$ cat src/shared/seclock_pkg.sv
// Constants and types shared by the write-once security lock
package seclock_pkg;

  // ************************************************************
  // Sizes and thresholds
  // ************************************************************
  localparam int KEY_W = 32;
  localparam int MATCH_MIN = 28;
  localparam int NUM_BLOCKS = 4;
  localparam int BLK_W = 2;
  localparam int PROT_W = 2;

  // Arbitrary reference pattern, not any real part's key
  localparam logic [KEY_W-1:0] KEY_DEFAULT = 32'h3c5a_a5c3;
  // Power-up contents of the cells, arbitrary
  localparam logic [KEY_W-1:0] CELLS_INIT = 32'h0000_0000;
  localparam logic [KEY_W-1:0] STAGE_RST = 32'h0000_0000;

  // ************************************************************
  // Protection levels
  // ************************************************************
  localparam logic [PROT_W-1:0] PROT_NONE = 2'h0;
  localparam logic [PROT_W-1:0] PROT_VERIFY_ONLY = 2'h1;

  // ************************************************************
  // Commands, flash requests, states
  // ************************************************************
  typedef enum logic [2:0] {
    OP_LOAD_KEY = 3'h0,
    OP_COMMIT = 3'h1,
    OP_READ_LATCH = 3'h2,
    OP_ERASE_ALL = 3'h3,
    OP_ERASE_BLK = 3'h4,
    OP_PROG_BLK = 3'h5,
    OP_VERIFY_BLK = 3'h6,
    OP_RAISE_PROT = 3'h7
  } op_t;

  typedef enum logic [1:0] {
    FL_ERASE_ALL = 2'h0,
    FL_ERASE = 2'h1,
    FL_PROG = 2'h2,
    FL_VERIFY = 2'h3
  } flash_kind_t;

  typedef enum logic [2:0] {
    ST_SAMPLE = 3'b001,
    ST_OPEN = 3'b010,
    ST_LOCKED = 3'b100
  } lock_state_t;

  typedef struct packed {
    logic valid;
    op_t op;
    logic [BLK_W-1:0] blk;
    logic [KEY_W-1:0] data;
  } cmd_t;

  typedef struct packed {
    logic done;
    logic ok;
    logic [KEY_W-1:0] data;
  } rsp_t;

  typedef struct packed {
    logic valid;
    flash_kind_t kind;
    logic all;
    logic [BLK_W-1:0] blk;
  } flash_op_t;

endpackage

$ cat src/nonvolatile_latch_cells.sv
// Write-once latch cells with volatile stage and match wrapper
`timescale 1ns/1ps
module nonvolatile_latch_cells #(
  parameter int KEY_W = seclock_pkg::KEY_W,
  parameter int MATCH_MIN = seclock_pkg::MATCH_MIN,
  parameter logic [KEY_W-1:0] REF_KEY = seclock_pkg::KEY_DEFAULT
) (
  // Clock and resets
  input wire logic clock,
  input wire logic sys_rst,
  input wire logic powerOnRst,
  // Stage and commit
  input wire logic loadEn,
  input wire logic [KEY_W-1:0] loadData,
  input wire logic commitEn,
  // Read side
  output logic [KEY_W-1:0] cellsOut,
  output logic matchOut
);
  import seclock_pkg::*;

  localparam int CNT_W = $clog2(KEY_W + 1);

  logic [KEY_W-1:0] stageReg, stageNext;
  logic [KEY_W-1:0] cellsReg, cellsNext;
  logic [KEY_W-1:0] eqBits;
  logic [CNT_W-1:0] matchCount;

  genvar gi;
  generate
    for (gi = 0; gi < KEY_W; gi++) begin : g_eq
      assign eqBits[gi] = (cellsReg[gi] == REF_KEY[gi]);
    end
  endgenerate

  always_comb begin
    matchCount = '0;
    for (int i = 0; i < KEY_W; i++) begin
      matchCount = matchCount + CNT_W'(eqBits[i]);
    end
    stageNext = loadEn ? loadData : stageReg;
    cellsNext = commitEn ? stageReg : cellsReg;
  end

  // Cells survive system reset; only power-up defines them
  always_ff @(posedge clock) begin
    if (powerOnRst) begin
      cellsReg <= CELLS_INIT;
    end else begin
      cellsReg <= cellsNext;
    end
    if (sys_rst) begin
      stageReg <= STAGE_RST;
    end else begin
      stageReg <= stageNext;
    end
    cellsOut <= cellsReg;
    matchOut <= (matchCount >= CNT_W'(MATCH_MIN));
  end
endmodule

$ cat src/write_once_security_lock.sv
// Security lock: reset-time latch sampling, access gate, flash protection
`timescale 1ns/1ps
module write_once_security_lock #(
  parameter logic [seclock_pkg::KEY_W-1:0] REF_KEY = seclock_pkg::KEY_DEFAULT
) (
  // Clock and resets
  input wire logic clock,
  input wire logic sys_rst,
  input wire logic powerOnRst,
  // Debug link pins
  input wire logic debugLinkClockPin,
  input wire logic linkDataIn,
  output logic linkDataOut,
  output logic linkDataOeN,
  // Internal debug core side
  output logic coreClk,
  output logic coreDataIn,
  input wire logic coreDataOut,
  input wire logic coreDataDrive,
  // Decoded debug commands
  input wire seclock_pkg::cmd_t cmd,
  output seclock_pkg::rsp_t rsp,
  // Flash controller requests
  output seclock_pkg::flash_op_t flashOp,
  // Status
  output logic accessOpen,
  output logic lockActive
);
  import seclock_pkg::*;

  // ************************************************************
  // Pin synchronisers
  // ************************************************************
  logic clkSync1, clkSync2, dataSync1, dataSync2;

  always_ff @(posedge clock) begin
    clkSync1 <= debugLinkClockPin;
    clkSync2 <= clkSync1;
    dataSync1 <= linkDataIn;
    dataSync2 <= dataSync1;
  end

  // ************************************************************
  // Latch cells
  // ************************************************************
  logic loadEn, commitEn, matchOut;
  logic [KEY_W-1:0] cellsOut;

  nonvolatile_latch_cells #(
    .KEY_W(KEY_W),
    .MATCH_MIN(MATCH_MIN),
    .REF_KEY(REF_KEY)
  ) u_cells (
    .clock(clock),
    .sys_rst(sys_rst),
    .powerOnRst(powerOnRst),
    .loadEn(loadEn),
    .loadData(cmd.data),
    .commitEn(commitEn),
    .cellsOut(cellsOut),
    .matchOut(matchOut)
  );

  // ************************************************************
  // Lock state and protection
  // ************************************************************
  lock_state_t stateReg, stateNext;
  logic [PROT_W-1:0] protReg [NUM_BLOCKS];
  logic [PROT_W-1:0] protNext [NUM_BLOCKS];
  rsp_t rspNext;
  flash_op_t flashNext;
  logic anyProt, openNow, blkOk, verifyOk;
  logic [PROT_W-1:0] curProt;

  always_comb begin
    stateNext = stateReg;
    rspNext = '0;
    flashNext = '0;
    loadEn = 1'b0;
    commitEn = 1'b0;
    anyProt = 1'b0;
    for (int i = 0; i < NUM_BLOCKS; i++) begin
      protNext[i] = protReg[i];
      anyProt = anyProt | (protReg[i] != PROT_NONE);
    end
    curProt = protReg[cmd.blk];
    openNow = (stateReg == ST_OPEN);
    // level zero allows all, one only verify
    blkOk = (curProt == PROT_NONE);
    verifyOk = blkOk || (curProt == PROT_VERIFY_ONLY);
    case (stateReg)
      // capture the latch output once, after release
      ST_SAMPLE: stateNext = matchOut ? ST_LOCKED : ST_OPEN;
      ST_OPEN: stateNext = ST_OPEN;
      ST_LOCKED: stateNext = ST_LOCKED;
      default: stateNext = ST_LOCKED;
    endcase
    if (cmd.valid) begin
      rspNext.done = 1'b1;
      case (cmd.op)
        OP_READ_LATCH: begin
          rspNext.ok = 1'b1;
          rspNext.data = cellsOut;
        end
        // key accepted only with no protection
        OP_LOAD_KEY: begin
          // a matching latch is never altered
          rspNext.ok = openNow && !anyProt && !matchOut;
          loadEn = rspNext.ok;
        end
        OP_COMMIT: begin
          rspNext.ok = openNow && !anyProt && !matchOut;
          commitEn = rspNext.ok;
        end
        OP_ERASE_ALL: begin
          rspNext.ok = openNow;
          flashNext.valid = openNow;
          flashNext.kind = FL_ERASE_ALL;
          flashNext.all = 1'b1;
          // the only command path back to unprotected
          if (openNow) begin
            for (int i = 0; i < NUM_BLOCKS; i++) begin
              protNext[i] = PROT_NONE;
            end
          end
        end
        OP_ERASE_BLK, OP_PROG_BLK: begin
          rspNext.ok = openNow && blkOk;
          flashNext.valid = rspNext.ok;
          flashNext.kind = (cmd.op == OP_PROG_BLK) ? FL_PROG : FL_ERASE;
          flashNext.blk = cmd.blk;
        end
        OP_VERIFY_BLK: begin
          rspNext.ok = openNow && verifyOk;
          flashNext.valid = rspNext.ok;
          flashNext.kind = FL_VERIFY;
          flashNext.blk = cmd.blk;
        end
        // raise only; a lower level is refused
        OP_RAISE_PROT: begin
          rspNext.ok = openNow && (cmd.data[PROT_W-1:0] >= curProt);
          if (rspNext.ok) begin
            protNext[cmd.blk] = cmd.data[PROT_W-1:0];
          end
        end
        default: rspNext.ok = 1'b0;
      endcase
    end
  end

  // a fresh key changes nothing until the next reset
  always_ff @(posedge clock) begin
    if (sys_rst) begin
      stateReg <= ST_SAMPLE;
      rsp <= '0;
      flashOp <= '0;
    end else begin
      stateReg <= stateNext;
      rsp <= rspNext;
      flashOp <= flashNext;
    end
  end

  // Protection lives in flash; of the resets, only power-up clears the copy here
  always_ff @(posedge clock) begin
    for (int i = 0; i < NUM_BLOCKS; i++) begin
      if (powerOnRst) begin
        protReg[i] <= PROT_NONE;
      end else begin
        protReg[i] <= protNext[i];
      end
    end
  end

  // ************************************************************
  // Access gate on the debug link
  // ************************************************************
  always_ff @(posedge clock) begin
    if (sys_rst) begin
      accessOpen <= 1'b0;
      lockActive <= 1'b0;
      coreClk <= 1'b0;
      coreDataIn <= 1'b0;
      linkDataOut <= 1'b0;
      linkDataOeN <= 1'b1;
    end else begin
      accessOpen <= (stateNext == ST_OPEN);
      lockActive <= (stateNext == ST_LOCKED);
      // locked part passes nothing either way
      // host clock in, data both ways
      coreClk <= clkSync2 && (stateReg == ST_OPEN);
      coreDataIn <= dataSync2 && (stateReg == ST_OPEN);
      linkDataOut <= coreDataOut && (stateReg == ST_OPEN);
      linkDataOeN <= !(coreDataDrive && (stateReg == ST_OPEN));
    end
  end
endmodule

$ cat config.mk
export PLATFORM = sky130hd
export DESIGN_NAME = write_once_security_lock
export DESIGN_NICKNAME = d
export VERILOG_FILES = /design/src/shared/seclock_pkg.sv /design/src/nonvolatile_latch_cells.sv /design/src/write_once_security_lock.sv
export SDC_FILE = /design/constraint.sdc
export NUM_CORES = 1
export LEC_CHECK = 0
export BUFFER_PORTS_ARGS = -buffer_cell sky130_fd_sc_hd__buf_4
export CAP_MARGIN = 10
export CORE_MARGIN = 10
export CORE_UTILIZATION = 51
export DETAILED_ROUTE_END_ITERATION = 8
export HOLD_SLACK_MARGIN = 0.1
export PLACE_DENSITY_LB_ADDON = 0.25
export SLEW_MARGIN = 0
export SYNTH_ARGS = -nofsm -noshare
export SYNTH_HDL_FRONTEND = slang
export SYNTH_SLANG_ARGS = --single-unit
$ cat constraint.sdc
create_clock -name clock -period 4.7 [get_ports clock]
set_input_delay 0.235 -clock clock [delete_from_list [all_inputs] [get_ports clock]]
set_output_delay 0.235 -clock clock [all_outputs]
set_load 0.005 [all_outputs]
==> results of run 1 <==
==> power groups by stage <==
| stage | sequential [mW] | combinational (mW) | clock (mW) |
|---|---|---|---|
| after floorplan | 1.38 | 0.0582 | 0 |
| after global placement | 1.38 | 0.102 | 0 |
| after detailed placement | 1.38 | 0.104 | 0 |
| after CTS | 1.35 | 0.128 | 1.50 |
| after global routing | 1.35 | 0.140 | 1.55 |
| final | 1.35 | 0.128 | 1.47 |
==> cells by family (layout without fill, tap and decap cells) <==
group	Yosys count	count (layout)	share of synthesized area, %
DFF	158	158	49.0
adders and majority gates	34	34	9.39
AOI/OAI and AO/OA	24	24	2.66
xor gates and xnor gates	3	3	0.407
muxes	67	67	10.8
buffers and inverters	94	234	6.17
and+or+nand+nor	220	220	21.5
==> registers in the layout, summed over array words and instances (netlist names) <==
signal and cells:
accessOpen 1, clkSync1 1, clkSync2 1, coreClk 1, coreDataIn 1, dataSync1 1
dataSync2 1, flashOp 6, linkDataOeN 1, linkDataOut 1, lockActive 1, protReg 8
rsp 34, stateReg 3, u_cells.cellsOut 32, u_cells.cellsReg 32, u_cells.matchOut 1, u_cells.stageReg 32
==> metrics by stage <==
step | util, % | setup WS [ns] | setup TNS, ns
after global routing | 66.5 | -0.342 | -0.342
after floorplan | - | -0.00438 | -0.00438
after global placement | 58.4 | -0.0719 | -0.0719
after detailed placement | 58.4 | -0.237 | -0.237
after CTS | 66.5 | -0.141 | -0.141
final | 66.5 | -0.151 | -0.151
==> critical path, stage by stage (launching register included) <==
cell and delay (ns):
dfxtp_2 0.33, ha_4 0.23, fa_1 0.51, inv_2 0.04, fa_1 0.45, fa_1 0.51
inv_1 0.06, fa_1 0.47, fa_1 0.51, fa_1 0.43, fa_2 0.37, fa_2 0.38
o211ai_1 0.12, nor2_1 0.07, nor3_1 0.20, a21oi_1 0.06
==> layout make-up <==
cell class                      count  area (um^2)  share of cell area [%]
Clock buffer                       22          494                    5.94
Clock inverter                      9          155                    1.86
Inverter                           65          244                    2.93
Multi-Input combinational cell    348         2920                    35.1
Sequential cell                   158         3170                    38.0
Tap cell                          172          215                    2.59
Timing Repair Buffer              138         1130                    13.5
==> timing repair <==
item / CTS / global route
setup endpoints to repair: 1 / 1
endpoints found under the hold margin: 36 / 0
buffers inserted: 0 / 0
pin swaps: 2 / 0
hold buffers: 36 / 0
gates resized for setup: 1 / 1
==> synthesized netlist by cell type <==
library cell,count
nand4b_1,1
xnor2_1,3
o32ai_1,8
ha_1,10
and3_1,2
mux2i_1,65
or3b_2,1
nor2_1,17
a211oi_1,3
buf_6,6
nor2b_1,1
nor4_4,3
nand2b_1,131
fa_1,24
o311ai_0,1
a31o_1,1
or2_2,1
nand2_1,7
mux4_2,1
inv_1,65
nand4bb_1,1
nand3b_1,2
nand3_2,1
a21oi_1,7
dfxtp_1,158
and4_1,1
o21ai_0,2
a211o_1,1
nor4b_4,1
nor4b_2,1
clkbuf_1,23
and2_1,35
nand3_1,6
mux4_1,1
nor3_1,8
o211ai_1,1
==> per-layer routing <==
metal  GRT usage, %  up-vias  wire (um)
li1               -     2156          -
met5              0        -          0
met1           17.7     1951       5680
met3           5.72       21        821
met4           6.97        0        232
met2           23.9      108       6020
==> how the worst min path moves through the flow <==
stage                                      to  slack (ns)  cells after the start
after floorplan                      clkSync1        0.26                      0
after global placement              dataSync2        0.31                      0
after detailed placement             clkSync2        0.31                      0
after CTS                 u_cells.stageReg[4]        0.10                      3
after global routing      u_cells.stageReg[4]        0.11                      3
final                     u_cells.stageReg[4]        0.11                      3
==> flow_metrics.tcl, run 1 <==
set metrics [dict create \
    status "finished, violations left" \
    violations "setup timing" \
    synth_cell_types 36 \
    fp-row-count 41 \
    antenna_left 0 \
    finClkSkew_ns 0.00710 \
    p_leak_nw 3.30 \
    synth-seq-cells 158 \
    crit_fanout 5 \
    power_mw 2.95 \
    drv_slew 0 \
    cap_violations 0 \
    hpwlAfterDp_um 9070 \
    whs_ns 0.107 \
    power.net_switching_mw 0.571 \
    grt-ovfl-total 0 \
    clockBufferDepth 2 \
    fin_ws_ns -0.151 \
    clkLatencyLatePin_ns 0.42 \
    switching_share_pct 19.3 \
    final_common_cell "dfxtp_1" \
    post-route-drc-count 0 \
    synth_seq_area_share_pct 49.0 \
    syn_avg_cell_area_um2 10.8 \
    die_area_mm2 0.0176 \
    diodes 0 \
    hp-class "in -> reg" \
    placed_area_mm2 0.00731 \
    yosysWarnings 0 \
    cts_root_buffer "clkbuf_16" \
    p_per_area_mw_per_mm2 355 \
    final_area_mm2 0.00832 \
    gp_congestion 0.823 \
    grt_pass1_vias 4499 \
    synthCells 600 \
    start_kind "flop" \
    mostFrequentLayoutCells "dfxtp_1, nand2b_1, buf_4, mux2i_1, inv_1" \
    r2r_cells 15 \
    start_util_pct 51.5 \
    core_area_mm2 0.0125 \
    path_clk_slew_ns 0.06 \
    nets 807 \
    area_delta_synth_final_pct 29.0 \
    fin_cells 912 \
    arrival_ns 5.16 \
    r2r_slack_ns -0.15 \
    cts_buffers 17 \
    fmax_ghz 0.206 \
    power.internal_mw 2.38 \
    vias_per_cell 4.64 \
    endpoint_kind "flop" \
    synthTopCellsByArea "dfxtp_1, nand2b_1, mux2i_1" \
    period_share_pct 103 \
    wirelength_um 12800 \
    critPathLaunch "u_cells.cellsReg[1]" \
    comb_power_share_pct 4.3 \
    worstMarginPinSlew_ns 0.562 \
    vias 4236 \
    synth_nets 679 \
    drt_iter0_markers 193 \
    dp.cells 845 \
    grt_max_degree 74 \
    pin_count 91 \
    setup_violations 1 \
    worstReg2RegStart "u_cells.cellsReg[1]" \
    slew-limit-headroom_pct 62.5 \
    die_x_um 132 \
    grt_antenna_before_repair 0 \
    r2r-end "u_cells.matchOut" \
    wl_per_cell_um 14.0 \
    rsz0062_at_grt "yes" \
    post-route-min-period_ns 4.85 \
    fillers 1002 \
    clock-sinks 158 \
    p_clk_share_pct 49.9 \
    peakVddDrop_v 0.000176 \
    grt_first_pass_wirelength_um 21400 \
    endpoint "u_cells.matchOut" \
    cts_tree "yes" \
    synth_largest_area_cell "dfxtp_1" \
    port_buffers 90 \
    timing.final.hold_violations 0 \
    first_pass_iters 5 \
    synth_area_mm2 0.00645 \
    hp-start "cmd[4]" \
    worstPathRequired_ns 5.01 \
    grt_use_total_pct 15.1 \
    layout-drive-gt1-share_pct 20.1 \
    htreeDepth 4 \
    fp.dieH_um 132 \
    synth_top_area_share_pct 49.0 \
    critical_path_class "reg -> reg" \
    seq_power_share_pct 45.8 \
]
No activity file was read; power rests on OpenSTA's default activity.
==> run 2: changes to the inputs <==
Settings changed: ABC_AREA set to 1, CTS_CLUSTER_DIAMETER set to 150.
==> run 2 against run 1 <==
Compared with the run above:
- the flow still finishes with violations (setup timing)
- wire length increased by 4.1%
- synthesized cell count increased by 32%
- clock power decreased by 5%
- power increased by 3.0%
- non-clock buffer count decreased by 6
- first-iteration DRC count increased by 77%
- sequential share of layout area increased by 1.7 points
- critical path depth unchanged
- via count increased by 12%
- combinational power increased by 110%
- sequential power about the same
- cell area decreased by 4.2%
- critical endpoint unchanged
- largest cell class unchanged
==> flow_metrics.tcl, run 2 <==
set metrics [dict create \
    drt_iter0_markers 341 \
    synth_seq_area_share_pct 50.8 \
    hp-class "in -> reg" \
    status "finished, violations left" \
    slew-limit-headroom_pct 22.6 \
    fp-row-count 40 \
    diodes 0 \
    r2r-end "u_cells.matchOut" \
    cap_violations 0 \
    synthTopCellsByArea "dfxtp_1, nor2_1, nand2_1" \
    largest-register "rsp" \
    hp-start "cmd[33]" \
    grt-ovfl-total 0 \
    synth_top_flop_cell "dfxtp_1" \
    synth-edff-count 0 \
    yosysWarnings 0 \
    htreeDepth 4 \
    start_kind "flop" \
    arrival_ns 5.03 \
    synthCells 793 \
    violations "setup timing" \
    synth_top_area_share_pct 50.8 \
    synth_nets 872 \
    start_util_pct 52.1 \
    timing.final.hold_violations 0 \
    crit_fanout 2 \
    post-route-min-period_ns 4.71 \
    fp.dieH_um 130 \
    path_clk_slew_ns 0.06 \
    fin_tns_setup_ns -0.0137 \
    grt_first_pass_wirelength_um 22400 \
    yosys-top-cells-count "nor2_1, nand2_1, dfxtp_1, inv_1, fa_1" \
    final_common_cell "nor2_1" \
    grt_antenna_before_repair 0 \
    grt_use_total_pct 16.7 \
    vias_per_cell 4.40 \
    p_leak_nw 4.04 \
    r2r_cells 15 \
    layout-drive-gt1-share_pct 14.6 \
    largest_reg_flops 34 \
    syn_avg_cell_area_um2 7.85 \
    core_area_mm2 0.0120 \
    critical_path_class "reg -> reg" \
    worstPathRequired_ns 5.01 \
    grt_pass1_vias 4711 \
    whs_endpoint "flashOp[1]" \
    mostFrequentLayoutCells "nor2_1, nand2_1, dfxtp_1, inv_1, buf_4" \
    period_share_pct 100 \
    rsz0062_at_grt "yes" \
    cts_tree "yes" \
    endpoint_kind "flop" \
    ys_async_sr_fraction_pct 0 \
    cts_root_buffer "clkbuf_16" \
    cts_buffers 17 \
    port_buffers 90 \
    drv_slew 0 \
    grt_max_degree 34 \
    hpwlAfterDp_um 8900 \
    antenna_left 0 \
    synth-seq-cells 158 \
    p_per_area_mw_per_mm2 382 \
    finClkSkew_ns 0.00751 \
    placed_area_mm2 0.00695 \
    clock-sinks 158 \
    synth_area_mm2 0.00623 \
    nets 998 \
    synth_cell_types 22 \
    fmax_ghz 0.212 \
    gp_congestion 0.879 \
    wl_per_cell_um 12.3 \
    final_area_mm2 0.00797 \
    fin_ws_ns -0.0137 \
    fillers 1013 \
    die_x_um 130 \
    worstReg2RegStart "u_cells.cellsReg[1]" \
    vias 4739 \
    fin_cells 1078 \
    peakVddDrop_v 0.000258 \
    die_area_mm2 0.0170 \
    hold_depth 3 \
    clkLatencyLatePin_ns 0.42 \
    wirelength_um 13300 \
    synth_largest_area_cell "dfxtp_1" \
    dp.cells 1008 \
    post-route-drc-count 0 \
    r2r_slack_ns -0.01 \
    area_delta_synth_final_pct 28.1 \
    setup_violations 1 \
    synth_most_common_cell "nor2_1" \
    pin_count 91 \
    worstMarginPinSlew_ns 1.16 \
    clockBufferDepth 2 \
    first_pass_iters 4 \
]
run 2: cell types whose count changed after synthesis, sizes merged, moves of 35 or more:
cell / change
and2: -35
mux2i: -65
nand2: +179
nand2b: -131
nor2: +170
inv: +88
run 2: how the worst max path moves through the flow:
stage	from	end	slack, ns	cells after the start
final	u_cells.cellsReg[1]	u_cells.matchOut	-0.01	15
after global routing	u_cells.cellsReg[1]	u_cells.matchOut	-0.18	15
after CTS	u_cells.cellsReg[0]	u_cells.matchOut	0.001	15
after detailed placement	u_cells.cellsReg[1]	u_cells.matchOut	-0.11	15
after global placement	u_cells.cellsReg[1]	u_cells.matchOut	-0.07	15
after floorplan	u_cells.cellsReg[1]	u_cells.matchOut	0.005	15
run 2: layout make-up:
type	instances	area, um^2	area share [%]
multi-input combinational	456	2350	29.4
tap	147	184	2.31
timing repair buffer	132	1090	13.7
inverter	154	578	7.25
clock buffer	22	474	5.95
clock inverter	9	135	1.69
sequential	158	3170	39.7
run 2: kinds of logic after synthesis:
kind of cell | Yosys count | share of synthesized area [%]
AND/OR/NAND/NOR | 405 | 25.9
AO/OA/AOI/OAI | 15 | 1.21
flip-flops | 158 | 50.8
XOR/XNOR | 2 | 0.281
adder cells (fa/ha/maj) | 34 | 9.73
buffers and inverters | 179 | 12.1
run 2: report_power, final:
group	total, mW	switching, mW	internal, mW
Sequential	1.37	0.00974	1.36
Clock	1.40	0.524	0.875
Combinational	0.273	0.148	0.125
Total	3.04	0.682	2.36
run 2: critical path, stage by stage, from the launching register on:
cell	delay, ns
dfxtp_2	0.33
ha_4	0.23
fa_1	0.51
inv_2	0.05
fa_1	0.45
fa_1	0.49
inv_1	0.05
fa_1	0.45
fa_1	0.51
fa_1	0.43
fa_2	0.37
fa_2	0.37
nand3_2	0.07
nand3_2	0.09
xnor2_2	0.15
o21ai_1	0.07
run 2: per-stage QoR:
stage	hold WS [ns]	util [%]	setup WS, ns	total power, mW
floorplan	0.263	-	0.00481	1.56
global placement	0.310	58.1	-0.0650	1.62
detailed placement	0.314	58.1	-0.112	1.63
CTS	0.151	66.6	0.00102	3.06
global route	0.183	66.7	-0.182	3.16
finish	0.158	66.7	-0.0137	3.04
run 2: what timing repair did:
item,CTS,global route
resized for setup,3,2
hold endpoints to repair,52,0
endpoints found under the setup margin,1,1
hold buffers,39,0
cloned,0,0
pin swaps,3,0
buffers inserted,0,0
run 2: layer usage:
metal	up-vias	wire length (um)	share of wire, %	global-route usage, %
li1	2543	-	-	-
met1	2067	5870	44	19.6
met2	107	6300	47	27.4
met3	22	882	6.6	5.84
met4	0	225	1.7	6.34
met5	-	0	0	0
